**config.mk**
```make
export PLATFORM = sky130hd
export DESIGN_NAME = coproc_host_port
export DESIGN_NICKNAME = d
export VERILOG_FILES = /design/src/hdl/coproc_port_pkg.sv /design/src/hdl/coproc_host_port.sv
export SDC_FILE = /design/constraint.sdc
export NUM_CORES = 1
export LEC_CHECK = 0
export ABC_CLOCK_PERIOD_IN_PS = 2800
export BUFFER_PORTS_ARGS = -buffer_cell sky130_fd_sc_hd__clkbuf_2
export CORE_ASPECT_RATIO = 0.9
export CORE_MARGIN = 2
export CORE_UTILIZATION = 30
export CTS_BUF_LIST = sky130_fd_sc_hd__clkbuf_8 sky130_fd_sc_hd__clkbuf_16
export CTS_CLUSTER_SIZE = 10
export DETAILED_ROUTE_END_ITERATION = 10
export SYNTH_ARGS = -nofsm -noshare
export SYNTH_HDL_FRONTEND = slang
export SYNTH_SLANG_ARGS = --single-unit
```
**constraint.sdc**
```tcl
create_clock -name MCLK -period 2.8 [get_ports MCLK]
set_input_delay 0.14 -clock MCLK [delete_from_list [all_inputs] [get_ports MCLK]]
set_output_delay 0.14 -clock MCLK [all_outputs]
set_load 0.02 [all_outputs]
```
**src/hdl/coproc_port_pkg.sv**
```systemverilog
// constants, types and layouts shared by the coprocessor host port
package coproc_port_pkg;

  // ----------------------------------------------------------------
  // data widths
  // ----------------------------------------------------------------
  localparam int HOST_DATA_W = 16;
  localparam int STATUS_W    = 16;
  localparam int CNT_W       = 8;
  localparam int SIGNIF_W    = 68;
  localparam int EXPON_W     = 15;
  localparam int SIGN_W      = 1;
  localparam int DATAPATH_W  = SIGNIF_W + EXPON_W + SIGN_W;

  // ----------------------------------------------------------------
  // command codes, {command_bit_one, command_bit_zero}
  // ----------------------------------------------------------------
  localparam logic [1:0] CMD_OPCODE  = 2'h0;  // port 00F8
  localparam logic [1:0] CMD_OPERAND = 2'h1;  // port 00FA
  localparam logic [1:0] CMD_EXCPTR  = 2'h2;  // port 00FC
  localparam logic [1:0] CMD_OPSTAT  = 2'h3;  // port 00FE

  localparam logic [15:0] PORT_OPCODE  = 16'h00F8;
  localparam logic [15:0] PORT_OPERAND = 16'h00FA;
  localparam logic [15:0] PORT_EXCPTR  = 16'h00FC;
  localparam logic [15:0] PORT_OPSTAT  = 16'h00FE;

  // ----------------------------------------------------------------
  // timing counts: wake in internal clock ticks, bursts in words
  // ----------------------------------------------------------------
  localparam logic [4:0]       WAKE_TICKS      = 5'h19;  // 25 internal clocks
  localparam logic [CNT_W-1:0] FIRST_BURST     = 8'h03;
  localparam logic [CNT_W-1:0] NEXT_BURST      = 8'h04;
  localparam logic [CNT_W-1:0] BURST_SPLIT_GT  = 8'h05;

  // ----------------------------------------------------------------
  // reset values of the handshake pins
  // ----------------------------------------------------------------
  localparam logic BUSY_RST  = 1'b1;
  localparam logic ERROR_RST = 1'b1;
  localparam logic REQ_RST   = 1'b0;

  // ----------------------------------------------------------------
  // types
  // ----------------------------------------------------------------
  typedef enum logic [2:0] {
    ST_IDLE   = 3'b000,
    ST_OPCODE = 3'b001,
    ST_XFER   = 3'b010,
    ST_EXEC   = 3'b011,
    ST_WAKE   = 3'b100
  } port_state_t;

  typedef struct packed {
    logic       rd;
    logic       wr;
    logic [1:0] cmd;
  } bus_cycle_t;

endpackage

```
**src/hdl/coproc_host_port.sv**
```systemverilog
// host bus port, handshakes and operand fifo of the math coprocessor
// ----------------------------------------------------------------
// Overview of operation
// - cycle exists only with select-low low and select-high high.
// - selected write, command 00, takes bus word as opcode.
// - selected read, command 00, drives control or status word.
// - command 01 reads result data or writes operand into fifo.
// - write with command 10 is exception pointer; read reserved.
// - 16-bit opcode status readable with command 11; write reserved.
// - ports F8, FA, FC, FE map to commands 00, 01, 10, 11.
// - opcode write accepted even while busy or in error.
// - execution waits for exception pointer write.
// - busy rises after a recognised escape instruction.
// - operand request asserts when fifo has room or result valid, drops at host strobe.
// - after operands, execute concurrently; error on exception.
// - control-unit instructions run locally, no sequencer start.
// - at select, sample strobes and command bits to classify.
// - write data latched and read data held to trailing strobe edge.
// - arithmetic datapath is 84 bits: 68, 15 and 1.
// - clock-mode strap selects full rate or halved double rate.
// - device busy for 25 internal clocks after reset.
// - in reset busy high, error high, request low, bus floated.
// - long transfers split 3 then 4; request drops before busy.
// - error mirrors error summary and changes only while busy.
// ----------------------------------------------------------------
`timescale 1ns/1ps

module coproc_host_port #(
  parameter int FIFO_DEPTH = 8,
  parameter int FIFO_AW    = 3
) (
  input  wire logic                                   MCLK,                  // clock
  input  wire logic                                   RSTN,                  // sync reset
  input  wire logic                                   COPROC_SELECT_LOW_N,   // select, low
  input  wire logic                                   COPROC_SELECT_HIGH,    // select, high
  input  wire logic                                   COMMAND_BIT_ZERO,      // command bit 0
  input  wire logic                                   COMMAND_BIT_ONE,       // command bit 1
  input  wire logic                                   COPROC_READ_STROBE_N,  // read strobe
  input  wire logic                                   COPROC_WRITE_STROBE_N, // write strobe
  input  wire logic [coproc_port_pkg::HOST_DATA_W-1:0] DATA_IN,              // bus in
  output logic      [coproc_port_pkg::HOST_DATA_W-1:0] DATA_OUT,             // bus out
  output logic                                        DATA_OE,               // bus drive
  output logic                                        BUSY,                  // busy
  output logic                                        OPERAND_REQUEST,       // operand req
  output logic                                        ERROR,                 // error
  input  wire logic                                   CLOCK_MODE_STRAP,      // clock mode
  output logic      [coproc_port_pkg::HOST_DATA_W-1:0] OPCODE_WORD,          // to decoder
  output logic                                        OPCODE_VALID,          // opcode pulse
  output logic      [coproc_port_pkg::HOST_DATA_W-1:0] EXC_PTR_WORD,         // pointer word
  output logic                                        EXC_PTR_VALID,         // pointer pulse
  output logic      [coproc_port_pkg::HOST_DATA_W-1:0] OPND_WORD,            // fifo head
  output logic                                        OPND_VALID,            // fifo not empty
  input  wire logic                                   OPND_READY,            // core pops
  input  wire logic [coproc_port_pkg::HOST_DATA_W-1:0] RESULT_WORD,          // core result
  input  wire logic                                   RESULT_VALID,          // result ready
  output logic                                        RESULT_TAKE,           // result pop
  input  wire logic [coproc_port_pkg::STATUS_W-1:0]    OPCODE_STATUS,        // decode result
  input  wire logic [coproc_port_pkg::CNT_W-1:0]       XFER_WORDS,           // words to move
  input  wire logic                                   XFER_TO_HOST,          // 1 = results
  input  wire logic                                   LOCAL_INSTR,           // control-unit op
  input  wire logic [coproc_port_pkg::HOST_DATA_W-1:0] CTRL_STATUS_WORD,     // cw or sw
  input  wire logic                                   ERROR_SUMMARY,         // es bit
  output logic                                        EXEC_START,            // start pulse
  output logic                                        LOCAL_EXEC,            // local pulse
  input  wire logic                                   EXEC_DONE              // core finished
);
  import coproc_port_pkg::*;

  // ----------------------------------------------------------------
  // bus cycle decode
  // ----------------------------------------------------------------
  logic        sel_reg;
  logic        rd_n_reg;
  logic        wr_n_reg;
  bus_cycle_t  cyc_reg;
  bus_cycle_t  cyc_sample;
  bus_cycle_t  cyc_eff;

  wire sel_now   = ~COPROC_SELECT_LOW_N & COPROC_SELECT_HIGH;
  wire cyc_start = sel_now & ~sel_reg;

  assign cyc_sample = '{rd: ~COPROC_READ_STROBE_N, wr: ~COPROC_WRITE_STROBE_N,
                        cmd: {COMMAND_BIT_ONE, COMMAND_BIT_ZERO}};
  assign cyc_eff    = cyc_start ? cyc_sample : cyc_reg;

  // classification only acts on the trailing strobe edge
  wire wr_trail  = sel_now & cyc_reg.wr & ~wr_n_reg & COPROC_WRITE_STROBE_N;
  wire rd_trail  = sel_now & cyc_reg.rd & ~rd_n_reg & COPROC_READ_STROBE_N;
  wire op_wr     = wr_trail & (cyc_reg.cmd == CMD_OPCODE);
  wire opnd_wr   = wr_trail & (cyc_reg.cmd == CMD_OPERAND);
  wire exc_wr    = wr_trail & (cyc_reg.cmd == CMD_EXCPTR);
  wire opnd_rd   = rd_trail & (cyc_reg.cmd == CMD_OPERAND);
  // command 10 read and command 11 write fall through untouched
  wire rd_legal  = cyc_eff.rd & (cyc_eff.cmd != CMD_EXCPTR);
  wire oe_next   = sel_now & ~COPROC_READ_STROBE_N & rd_legal;
  wire strobe_lo = sel_now & (~COPROC_READ_STROBE_N | ~COPROC_WRITE_STROBE_N);

  always_ff @(posedge MCLK)
  begin
    if (!RSTN)
    begin
      sel_reg  <= 1'b0;
      rd_n_reg <= 1'b1;
      wr_n_reg <= 1'b1;
      cyc_reg  <= '0;
    end
    else
    begin
      sel_reg  <= sel_now;
      rd_n_reg <= COPROC_READ_STROBE_N;
      wr_n_reg <= COPROC_WRITE_STROBE_N;
      cyc_reg  <= sel_now ? cyc_eff : '0;
    end
  end

  // ----------------------------------------------------------------
  // read data path
  // ----------------------------------------------------------------
  logic [HOST_DATA_W-1:0] rd_mux;
  logic                   oe_reg;
  logic [HOST_DATA_W-1:0] dout_reg;
  wire                    data_load = oe_next & ~oe_reg;

  assign rd_mux = (cyc_eff.cmd == CMD_OPSTAT)  ? OPCODE_STATUS :
                  (cyc_eff.cmd == CMD_OPERAND) ? RESULT_WORD   :
                                                 CTRL_STATUS_WORD;

  // word is frozen at the leading edge so it stays put until the strobe ends
  always_ff @(posedge MCLK)
  begin
    if (!RSTN)
    begin
      oe_reg   <= 1'b0;
      dout_reg <= '0;
    end
    else
    begin
      oe_reg <= oe_next;
      if (data_load)
        dout_reg <= rd_mux;
    end
  end

  assign DATA_OE  = oe_reg;
  assign DATA_OUT = dout_reg;

  // ----------------------------------------------------------------
  // internal clock enable from the strap
  // ----------------------------------------------------------------
  logic strap_reg;
  logic strap_done_reg;
  logic div_reg;

  // strap caught once after reset; low means a double-rate oscillator
  always_ff @(posedge MCLK)
  begin
    if (!RSTN)
    begin
      strap_done_reg <= 1'b0;
      strap_reg      <= 1'b1;
      div_reg        <= 1'b0;
    end
    else
    begin
      if (!strap_done_reg)
      begin
        strap_reg      <= CLOCK_MODE_STRAP;
        strap_done_reg <= 1'b1;
      end
      div_reg <= ~div_reg;
    end
  end

  wire tick = strap_reg | div_reg;

  // ----------------------------------------------------------------
  // operand fifo
  // ----------------------------------------------------------------
  logic [HOST_DATA_W-1:0] fifo_mem [FIFO_DEPTH];
  logic [FIFO_AW-1:0]     wr_ptr_reg;
  logic [FIFO_AW-1:0]     rd_ptr_reg;
  logic [FIFO_AW:0]       fifo_cnt_reg;

  wire fifo_full = (fifo_cnt_reg == (FIFO_AW+1)'(FIFO_DEPTH));
  wire fifo_push = opnd_wr & ~fifo_full;
  wire fifo_pop  = OPND_READY & (fifo_cnt_reg != '0);

  always_ff @(posedge MCLK)
  begin
    if (fifo_push)
      fifo_mem[wr_ptr_reg] <= DATA_IN;
  end

  always_ff @(posedge MCLK)
  begin
    if (!RSTN)
    begin
      wr_ptr_reg   <= '0;
      rd_ptr_reg   <= '0;
      fifo_cnt_reg <= '0;
    end
    else
    begin
      if (fifo_push)
        wr_ptr_reg <= wr_ptr_reg + 1'b1;
      if (fifo_pop)
        rd_ptr_reg <= rd_ptr_reg + 1'b1;
      fifo_cnt_reg <= fifo_cnt_reg + {{FIFO_AW{1'b0}}, fifo_push}
                                   - {{FIFO_AW{1'b0}}, fifo_pop};
    end
  end

  assign OPND_WORD   = fifo_mem[rd_ptr_reg];
  assign OPND_VALID  = (fifo_cnt_reg != '0);

  // ----------------------------------------------------------------
  // instruction sequencing
  // ----------------------------------------------------------------
  port_state_t        state_reg;
  port_state_t        state_next;
  logic [4:0]         wake_reg;
  logic               pend_reg;
  logic               dir_reg;
  logic [CNT_W-1:0]   words_reg;
  logic [CNT_W-1:0]   burst_reg;
  logic               start_reg;
  logic               local_reg;
  logic               opv_reg;
  logic               excv_reg;
  logic [HOST_DATA_W-1:0] opcode_reg;
  logic [HOST_DATA_W-1:0] excptr_reg;
  assign RESULT_TAKE = opnd_rd & dir_reg;

  wire xfer_now  = (state_reg == ST_XFER) & (dir_reg ? opnd_rd : opnd_wr);
  wire big_xfer  = (XFER_WORDS > BURST_SPLIT_GT);
  wire wake_end  = tick & (wake_reg == WAKE_TICKS);
  wire last_word = xfer_now & (words_reg == CNT_W'(1));

  always_comb
  begin
    state_next = state_reg;
    case (state_reg)
      ST_WAKE:   if (wake_end) state_next = ST_IDLE;
      ST_IDLE:   if (op_wr | pend_reg) state_next = ST_OPCODE;
      ST_OPCODE:
        if (LOCAL_INSTR & tick)
          state_next = ST_IDLE;
        else if (exc_wr)
          state_next = (XFER_WORDS == '0) ? ST_EXEC : ST_XFER;
      ST_XFER:   if (last_word) state_next = ST_EXEC;
      ST_EXEC:   if (EXEC_DONE) state_next = ST_IDLE;
      default:   state_next = ST_IDLE;
    endcase
  end

  always_ff @(posedge MCLK)
  begin
    if (!RSTN)
    begin
      state_reg <= ST_WAKE;
      wake_reg  <= '0;
    end
    else
    begin
      state_reg <= state_next;
      if (state_reg == ST_WAKE && tick)
        wake_reg <= wake_reg + 1'b1;
    end
  end

  // opcode taken in any state; a second one waits its turn
  always_ff @(posedge MCLK)
  begin
    if (!RSTN)
    begin
      pend_reg   <= 1'b0;
      opv_reg    <= 1'b0;
      excv_reg   <= 1'b0;
      opcode_reg <= '0;
      excptr_reg <= '0;
    end
    else
    begin
      opv_reg  <= op_wr;
      excv_reg <= exc_wr;
      if (op_wr)
        opcode_reg <= DATA_IN;
      if (exc_wr)
        excptr_reg <= DATA_IN;
      if (op_wr && state_reg != ST_IDLE)
        pend_reg <= 1'b1;
      else if (state_reg == ST_IDLE)
        pend_reg <= 1'b0;
    end
  end

  // bursts of 3 then 4 leave a one-tick gap in the request
  always_ff @(posedge MCLK)
  begin
    if (!RSTN)
    begin
      dir_reg   <= 1'b0;
      words_reg <= '0;
      burst_reg <= '0;
      start_reg <= 1'b0;
      local_reg <= 1'b0;
    end
    else
    begin
      start_reg <= (state_next == ST_EXEC) & (state_reg != ST_EXEC);
      local_reg <= (state_reg == ST_OPCODE) & LOCAL_INSTR & tick;
      if (state_reg == ST_OPCODE && exc_wr)
      begin
        dir_reg   <= XFER_TO_HOST;
        words_reg <= XFER_WORDS;
        burst_reg <= big_xfer ? FIRST_BURST : XFER_WORDS;
      end
      else if (xfer_now)
      begin
        words_reg <= words_reg - 1'b1;
        burst_reg <= burst_reg - 1'b1;
      end
      else if (tick && state_reg == ST_XFER && burst_reg == '0)
        burst_reg <= NEXT_BURST;
    end
  end

  // ----------------------------------------------------------------
  // handshake pins
  // ----------------------------------------------------------------
  logic busy_reg;
  logic req_reg;
  logic err_reg;

  wire side_ready = dir_reg ? RESULT_VALID : ~fifo_full;
  wire req_next   = (state_reg == ST_XFER) & (burst_reg != '0) & ~xfer_now
                    & ~strobe_lo & side_ready;

  always_ff @(posedge MCLK)
  begin
    if (!RSTN)
    begin
      busy_reg <= BUSY_RST;
      req_reg  <= REQ_RST;
      err_reg  <= ERROR_RST;
    end
    else
    begin
      busy_reg <= (state_next != ST_IDLE) | op_wr | pend_reg;
      req_reg  <= req_next;
      if (busy_reg)
        err_reg <= ERROR_SUMMARY;
    end
  end

  assign BUSY            = busy_reg;
  assign OPERAND_REQUEST = req_reg;
  assign ERROR           = err_reg;
  assign OPCODE_WORD     = opcode_reg;
  assign OPCODE_VALID    = opv_reg;
  assign EXC_PTR_WORD    = excptr_reg;
  assign EXC_PTR_VALID   = excv_reg;
  assign EXEC_START      = start_reg;
  assign LOCAL_EXEC      = local_reg;
endmodule

```
==> results of run 1 <==
-- metal layers --
layer	up-vias	share of wire (%)
met5	-	0
met1	3263	46
li1	3262	-
met4	0	1.8
met3	32	5.7
met2	189	47
-- worst max path at each step --
stage                                 end  cells past startpoint        from  slack, ps
final                        OPND_WORD[9]                      4        flop        260
after global routing         OPND_WORD[9]                      4        flop        110
after CTS                     DATA_OUT[0]                      6  cyc_reg[0]        110
after detailed placement  fifo_cnt_reg[2]                     10  cyc_reg[1]        370
after global placement    fifo_cnt_reg[2]                     10  cyc_reg[1]        400
after floorplan            fifo_mem[4][0]                      4  cyc_reg[1]         80
-- per-stage QoR --
| step | area, um^2 | setup slack, ps | instances | power [W] | hold WS, ps |
|---|---|---|---|---|---|
| finish | 12500 | 258 | 1440 | 0.00837 | 28.1 |
| global route | 12500 | 114 | 1440 | 0.00877 | 42.7 |
| CTS | 12500 | 107 | 1440 | 0.00849 | 2.26 |
| detailed placement | 11000 | 370 | 1326 | 0.00517 | 364 |
| global placement | 11000 | 400 | 1326 | 0.00516 | 360 |
| floorplan | 9610 | 82.3 | 762 | 0.00475 | 168 |
-- logic make-up after synthesis --
logic type | after synthesis
AND/OR/NAND/NOR | 278
flip-flops | 233
AO/OA/AOI/OAI | 99
buffers and inverters | 68
multiplexers | 53
XOR/XNOR | 16
adder cells (fa/ha/maj) | 15
-- placed cells by master, fill, tap and decap left out, types with 5 or more instances in the layout --
cell type,netlist,routed
and3_1,19,19
mux4_2,32,32
o21ai_0,6,6
or3_1,5,5
o32ai_1,7,7
buf_4,1,23
nand2b_1,10,10
inv_1,30,44
o32ai_2,10,10
nand2_1,120,120
xor2_1,11,11
a211oi_2,7,7
dfxtp_1,105,104
ha_1,14,14
a21oi_1,49,49
dlygate4sd3_1,0,65
clkbuf_16,0,28
mux2_2,18,18
nor4_1,6,5
nand3_1,6,6
clkbuf_2,0,160
xnor2_1,5,5
nor3_1,10,6
nor2_1,69,69
edfxtp_1,128,128
a31oi_1,5,5
nor3_2,1,5
-- worst min-delay path, stage by stage --
cell and delay [ps]:
clkbuf_2 80, nand2_1 40, and3_1 160, o32ai_2 80
-- where the power goes --
| group | switching [W] | internal [W] |
|---|---|---|
| Clock | 0.00133 | 0.00190 |
| Sequential | 0.0000800 | 0.00367 |
| Combinational | 0.000696 | 0.000696 |
-- layout make-up --
cell class / count / area (um^2) / area share (%)
Sequential cell: 233 / 5950 / 47.6
Multi-Input combinational cell: 461 / 3420 / 27.4
Timing Repair Buffer: 249 / 1640 / 13.2
Clock buffer: 32 / 756 / 6.05
Tap cell: 416 / 520 / 4.17
Inverter: 32 / 120 / 0.962
Clock inverter: 17 / 77.6 / 0.621
-- what timing repair did --
| action | CTS | global route |
|---|---|---|
| endpoints found under the setup margin | 0 | 4 |
| hold endpoints to repair | 145 | 0 |
| resized for setup | 0 | 1 |
| hold buffers | 65 | 0 |
==> impl_results.md, run 1 <==
* Class of the worst hold path: input pin to flop
* Routability cong. at 0.787
* Flop2flop setup slack at 320 ps
* Post-DP HPWL at 15.8 mm
* Fin. max-slew vios at 0
* TritonCTS buffer count at 28
* CTS tree: yes
* Num Clock Sinks at 233
* Actual slew at the worst max-slew pin at 740 ps
* Setup TNS at 0 ps
* Crit Path Class: flop to primary output
* Register area share after synthesis at ~62%
* PortBufs at 160
* Detailed Route WL at 23.9 mm
* Longest Clk Path Bufs at 3
* Setup violators final at 0
* Drt pass-1 iters at 4
* Req. time, crit path at 2660 ps
* Largest family of logic cells by synthesized area: simple AND/OR/NAND/NOR gates
* Worst Path Buf+Inv at 2
* Synthesized flop and latch total at 233
* Fillers at 2,998
* Synth Net Count at 864
* Max-cap viol count at 0
* FF-to-FF path depth at 5
* CTS Root Cell: clkbuf_16
* Max reg flops at 128
* DRT antenna net count at 0
* XOR/XNOR Fraction of Synth Area at 1.46%
* FMAX at 0.393 GHz
* NumNets Final at 1,107
* Post-CTS Setup Bufs at 0
* Max stage delay cell, worst path: dfxtp_2
* Drt wl/cell at 16.6 um
* Cell Rows at 62
* Most used DFF post-synth: edfxtp_1
* Number of global-route vias before repair at 6,828
* Slew margin rel. at between 50% and 60%
* Status: completed
* Via count at 6,746
* Fin util at 39.3%
* Final period utilization at around 91%
* Io pins at 161
* Endpoints failing hold at 0
* DIE HEIGHT at 174 um
* Clk slew on worst S/H paths at 50 ps
* Synth Instances at 762
* PwrDens at around 670 mW/mm^2
* CP Capture Type: primary output
* Share of cells above drive strength 1 at ~30%
* Post-route minimum period at about 2500 ps
* GR Layer Usage met2 at 23.3%
* H-tree levels at 1
* Synthesized cell area at 0.00961 mm^2
* Reg2reg start: sel_reg
* Synth top area share at 40.0%
* Top cells by area, synth: edfxtp_1 (40%), dfxtp_1 (22%), mux4_2 (7.5%)
* Initial DRC count at 372
* Peak VDD IR at 0.517 mV
* Area grow syn2layout at 30.0%
* Count leader, synth: edfxtp_1
* Yosys Warn Count at 0
* Largest reg by FF count: fifo_mem
* Routing usage on met1 at between 10% and 20%
* Core area at 0.0317 mm^2
* Delay-heaviest family, CP: multiplexers
* Synth cell types at 57
* Total Routing Usage GR at 14.3%
* Worst path cell trace: buf_12 -> mux4_2 -> mux2_2 -> clkbuf_2
* Cell taking the most area after synthesis: edfxtp_1
* Hold Path End: DATA_OUT[6]
* Hold Path Stages at 4
* Die width at 193 um
* Initial antenna violation count at 0
* Mux contribution to synthesized area at around a tenth
* Worst R2R End: DATA_OUT[15]
* Synth Area in Compound Gates at 7.84%
* Crit path DAT at between 2000 and 2500 ps
* CP peak stage delay at 570 ps
* Skew final at 13.1 ps
* Ant. Diodes at 0
* Adder-cell share of the synthesized area at 2.03%
* Grt total ovfl at 0
* Critical Path Source Type: flop
* First-pass GRT wire length at between 30 and 40 mm
* Max FO, Critical Path at 23
* Clk_lat worst skew at 540 ps
* DRC at 0
* Die footprint at between 0.03 and 0.04 mm^2
* Syn Area/Cell at 12.6 um^2
* Met3 Track Usage GR at 2.79%
* Simple-gate share of the synthesized area at 13.8%
* P_leak at 4.71 nW
* Initial core utilization at 30.3%
* Post-synth EDFFs at 128
* Critical hold path startpoint: RESULT_WORD[6]
* Synth async-reset ratio at 0%
* Largest net degree at the start of global routing at 34
* DR vias/cell at 4.68
* GR peak layer: met2
* Unrepaired setup endpoints after global routing: false
* Top cells by count, synth: edfxtp_1 (128), nand2_1 (120), dfxtp_1 (105)
Power figures use the tool's default switching activity.
==> run 2, diff against run 1 <==
--- a/config.mk
+++ b/config.mk
@@ -13,6 +13,7 @@
 export CTS_BUF_LIST = sky130_fd_sc_hd__clkbuf_8 sky130_fd_sc_hd__clkbuf_16
 export CTS_CLUSTER_SIZE = 10
 export DETAILED_ROUTE_END_ITERATION = 10
+export RECOVER_POWER = 25
 export SYNTH_ARGS = -nofsm -noshare
 export SYNTH_HDL_FRONTEND = slang
 export SYNTH_SLANG_ARGS = --single-unit
==> run 2 against run 1 <==
First-iteration DRC count is 2.4% higher. Register-to-register slack hardly changed. Clock-buffer cell count stayed put. Non-clock buffer count stayed put. Sequential cell count stayed put. Largest power group unchanged.
==> impl_results.md, run 2 (synthesis gave the netlist of run 1 again) <==
* Worst path cell trace: buf_12 -> mux4_2 -> mux2_2 -> clkbuf_2
* Clk slew on worst S/H paths at 50 ps (about the same)
* Setup violators final at 0 (unchanged)
* Final period utilization at 90.7% (about the same)
* Detailed Route WL at 23.9 mm (unchanged)
* Post-route cell area at 0.0125 mm^2 (-0.18%)
* Max-cap viol count at 0 (unchanged)
* Initial DRC count at 381 (+2.4%)
* FMAX at 0.394 GHz (about the same)
* Number of global-route vias before repair at 6,828 (unchanged)
* Num Clock Sinks at 233 (unchanged)
* Flop pwr share at 44.9% (about the same)
* Post-route minimum period at 2540 ps (-1.44 ps)
* Slew margin rel. at 49.2% (-1.2 points)
* Initial antenna violation count at 0 (unchanged)
* Req. time, crit path at 2660 ps (about the same)
* Clk_lat worst skew at 540 ps (about the same)
* Io pins at 161 (unchanged)
* Via count at 6,754 (+0.12%)
* Fillers at 3,012 (+0.47%)
* Share of total power in combinational logic at 16.6% (about the same)
* Share of cells above drive strength 1 at 27.9% (-1.6 points)
* CTS tree: yes
* Core area at 0.0317 mm^2 (unchanged)
* Setup TNS at 0 ps (unchanged)
* Max stage delay cell, worst path: dfxtp_2
* DRC at 0 (unchanged)
* Crit path DAT at 2400 ps (about the same)
* Drt wl/cell at 16.6 um (unchanged)
* Post-DP HPWL at 15.8 mm (unchanged)
* DRT antenna net count at 0 (unchanged)
* Skew final at 13.3 ps (+0.226 ps)
* Peak VDD IR at 0.517 mV (about the same)
* Ant. Diodes at 0 (unchanged)
* NumNets Final at 1,107 (unchanged)
* Critical Path Source Type: flop
* Most common cell after layout, fill and taps aside: clkbuf_2
* Area grow syn2layout at 29.7%
* TritonCTS buffer count at 28 (unchanged)
* H-tree levels at 1 (unchanged)
* Crit Path Class: flop to primary output
* Post-DP Area at 0.0110 mm^2 (unchanged)
* Status: completed
* PortBufs at 160 (unchanged)
* Largest reg by FF count: fifo_mem
* CP peak stage delay at 570 ps (about the same)
* Post-CTS Setup Bufs at 0 (unchanged)
* Cell Int Power at 0.00626 W (about the same)
* Switching Fraction at 25.1% (about the same)
* Clock power frac at 38.6% (about the same)
* Actual slew at the worst max-slew pin at 762 ps (+22.1 ps)
* Grt total ovfl at 0 (unchanged)
* DIE HEIGHT at 174 um (unchanged)
* Net Sw Power at 0.00210 W (about the same)
* Longest Clk Path Bufs at 3 (unchanged)
* Max FO, Critical Path at 23 (unchanged)
* Cell Rows at 62 (unchanged)
* Largest net degree at the start of global routing at 34 (unchanged)
* CTS Root Cell: clkbuf_16
* Fin. max-slew vios at 0 (unchanged)
* Endpoints failing hold at 0 (unchanged)
* Routability cong. at 0.787 (unchanged)
* Die width at 193 um (unchanged)
* P_leak at 4.66 nW (-1.0%)
* Initial core utilization at 30.3% (unchanged)
* PwrDens at 671 mW/mm^2 (+0.12%)
* Drt pass-1 iters at 4 (unchanged)
* Total Routing Usage GR at 14.3% (unchanged)
* CP Capture Type: primary output
* First-pass GRT wire length at 37.6 mm (unchanged)
* Unrepaired setup endpoints after global routing: false
* Die footprint at 0.0335 mm^2 (unchanged)
* DR vias/cell at 4.69 (+0.12%)
* Max reg flops at 128 (unchanged)
* Class of the worst hold path: input pin to flop
* Commonest cells after routing, fill and taps aside: clkbuf_2 (145), edfxtp_1 (128), nand2_1 (120), dfxtp_1 (104), nor2_1 (69)
-- run 2: changes by cell type in the layout (fill, tap and decap cells not counted) --
cell      change
clkbuf_1     +16
clkbuf_2     -15
buf_4         -1
-- run 2: repair_timing --
action / 4_1_cts / 5_1_grt
setup endpoints to repair: 0 / 4
gates resized for setup: 0 / 1
hold endpoints to repair: 145 / 0
hold buffers: 65 / 0
-- run 2: path summary, 6_finish.rpt --
path | startpoint | endpoint | slack (ps) | cells after the start
worst min register to register | div_reg | div_reg | 430 | 1
worst max register to register | sel_reg | DATA_OUT[15] | 310 | 5
worst min-delay path | RESULT_WORD[6] | DATA_OUT[6] | 30 | 4
worst max-delay path | flop | OPND_WORD[9] | 260 | 4
-- run 2: per-layer routing --
layer / GRT usage [%] / up-vias / part of all wire (%)
met2: 23.3 / 203 / 47
met5: 0 / - / 0
met3: 2.79 / 32 / 5.9
met4: 3.34 / 0 / 1.8
li1: - / 3261 / -
met1: 19.7 / 3258 / 46
-- run 2: critical path: cells and delay by family (launching register included) --
family,cells,cell delay (ps)
DFF,1,570
buffers and inverters,2,440
muxes,2,840
-- run 2: layout make-up --
type | instances | area (um^2) | share of cell area, %
Inverter | 32 | 120 | 0.964
Tap cell | 416 | 520 | 4.18
Timing Repair Buffer | 249 | 1620 | 13.0
Clock buffer | 32 | 756 | 6.06
Multi-Input combinational cell | 461 | 3420 | 27.4
Clock inverter | 17 | 77.6 | 0.622
Sequential cell | 233 | 5950 | 47.7
-- run 2: power groups by stage --
stage | logic, W | clock network, W | registers, W
floorplan | 0.000963 | 0 | 0.00379
global placement | 0.00134 | 0 | 0.00383
detailed placement | 0.00135 | 0 | 0.00383
CTS | 0.00142 | 0.00332 | 0.00376
global route | 0.00153 | 0.00347 | 0.00377
finish | 0.00139 | 0.00323 | 0.00375
-- run 2: through the flow --
stage	setup slack [ps]	hold slack, ps	util (%)	cells	total power, W
floorplan	82.3	168	-	762	0.00475
global placement	400	360	34.7	1326	0.00516
detailed placement	370	364	34.7	1326	0.00517
CTS	107	2.26	39.3	1440	0.00849
global route	114	42.7	39.3	1440	0.00877
finish	259	28.1	39.3	1440	0.00837
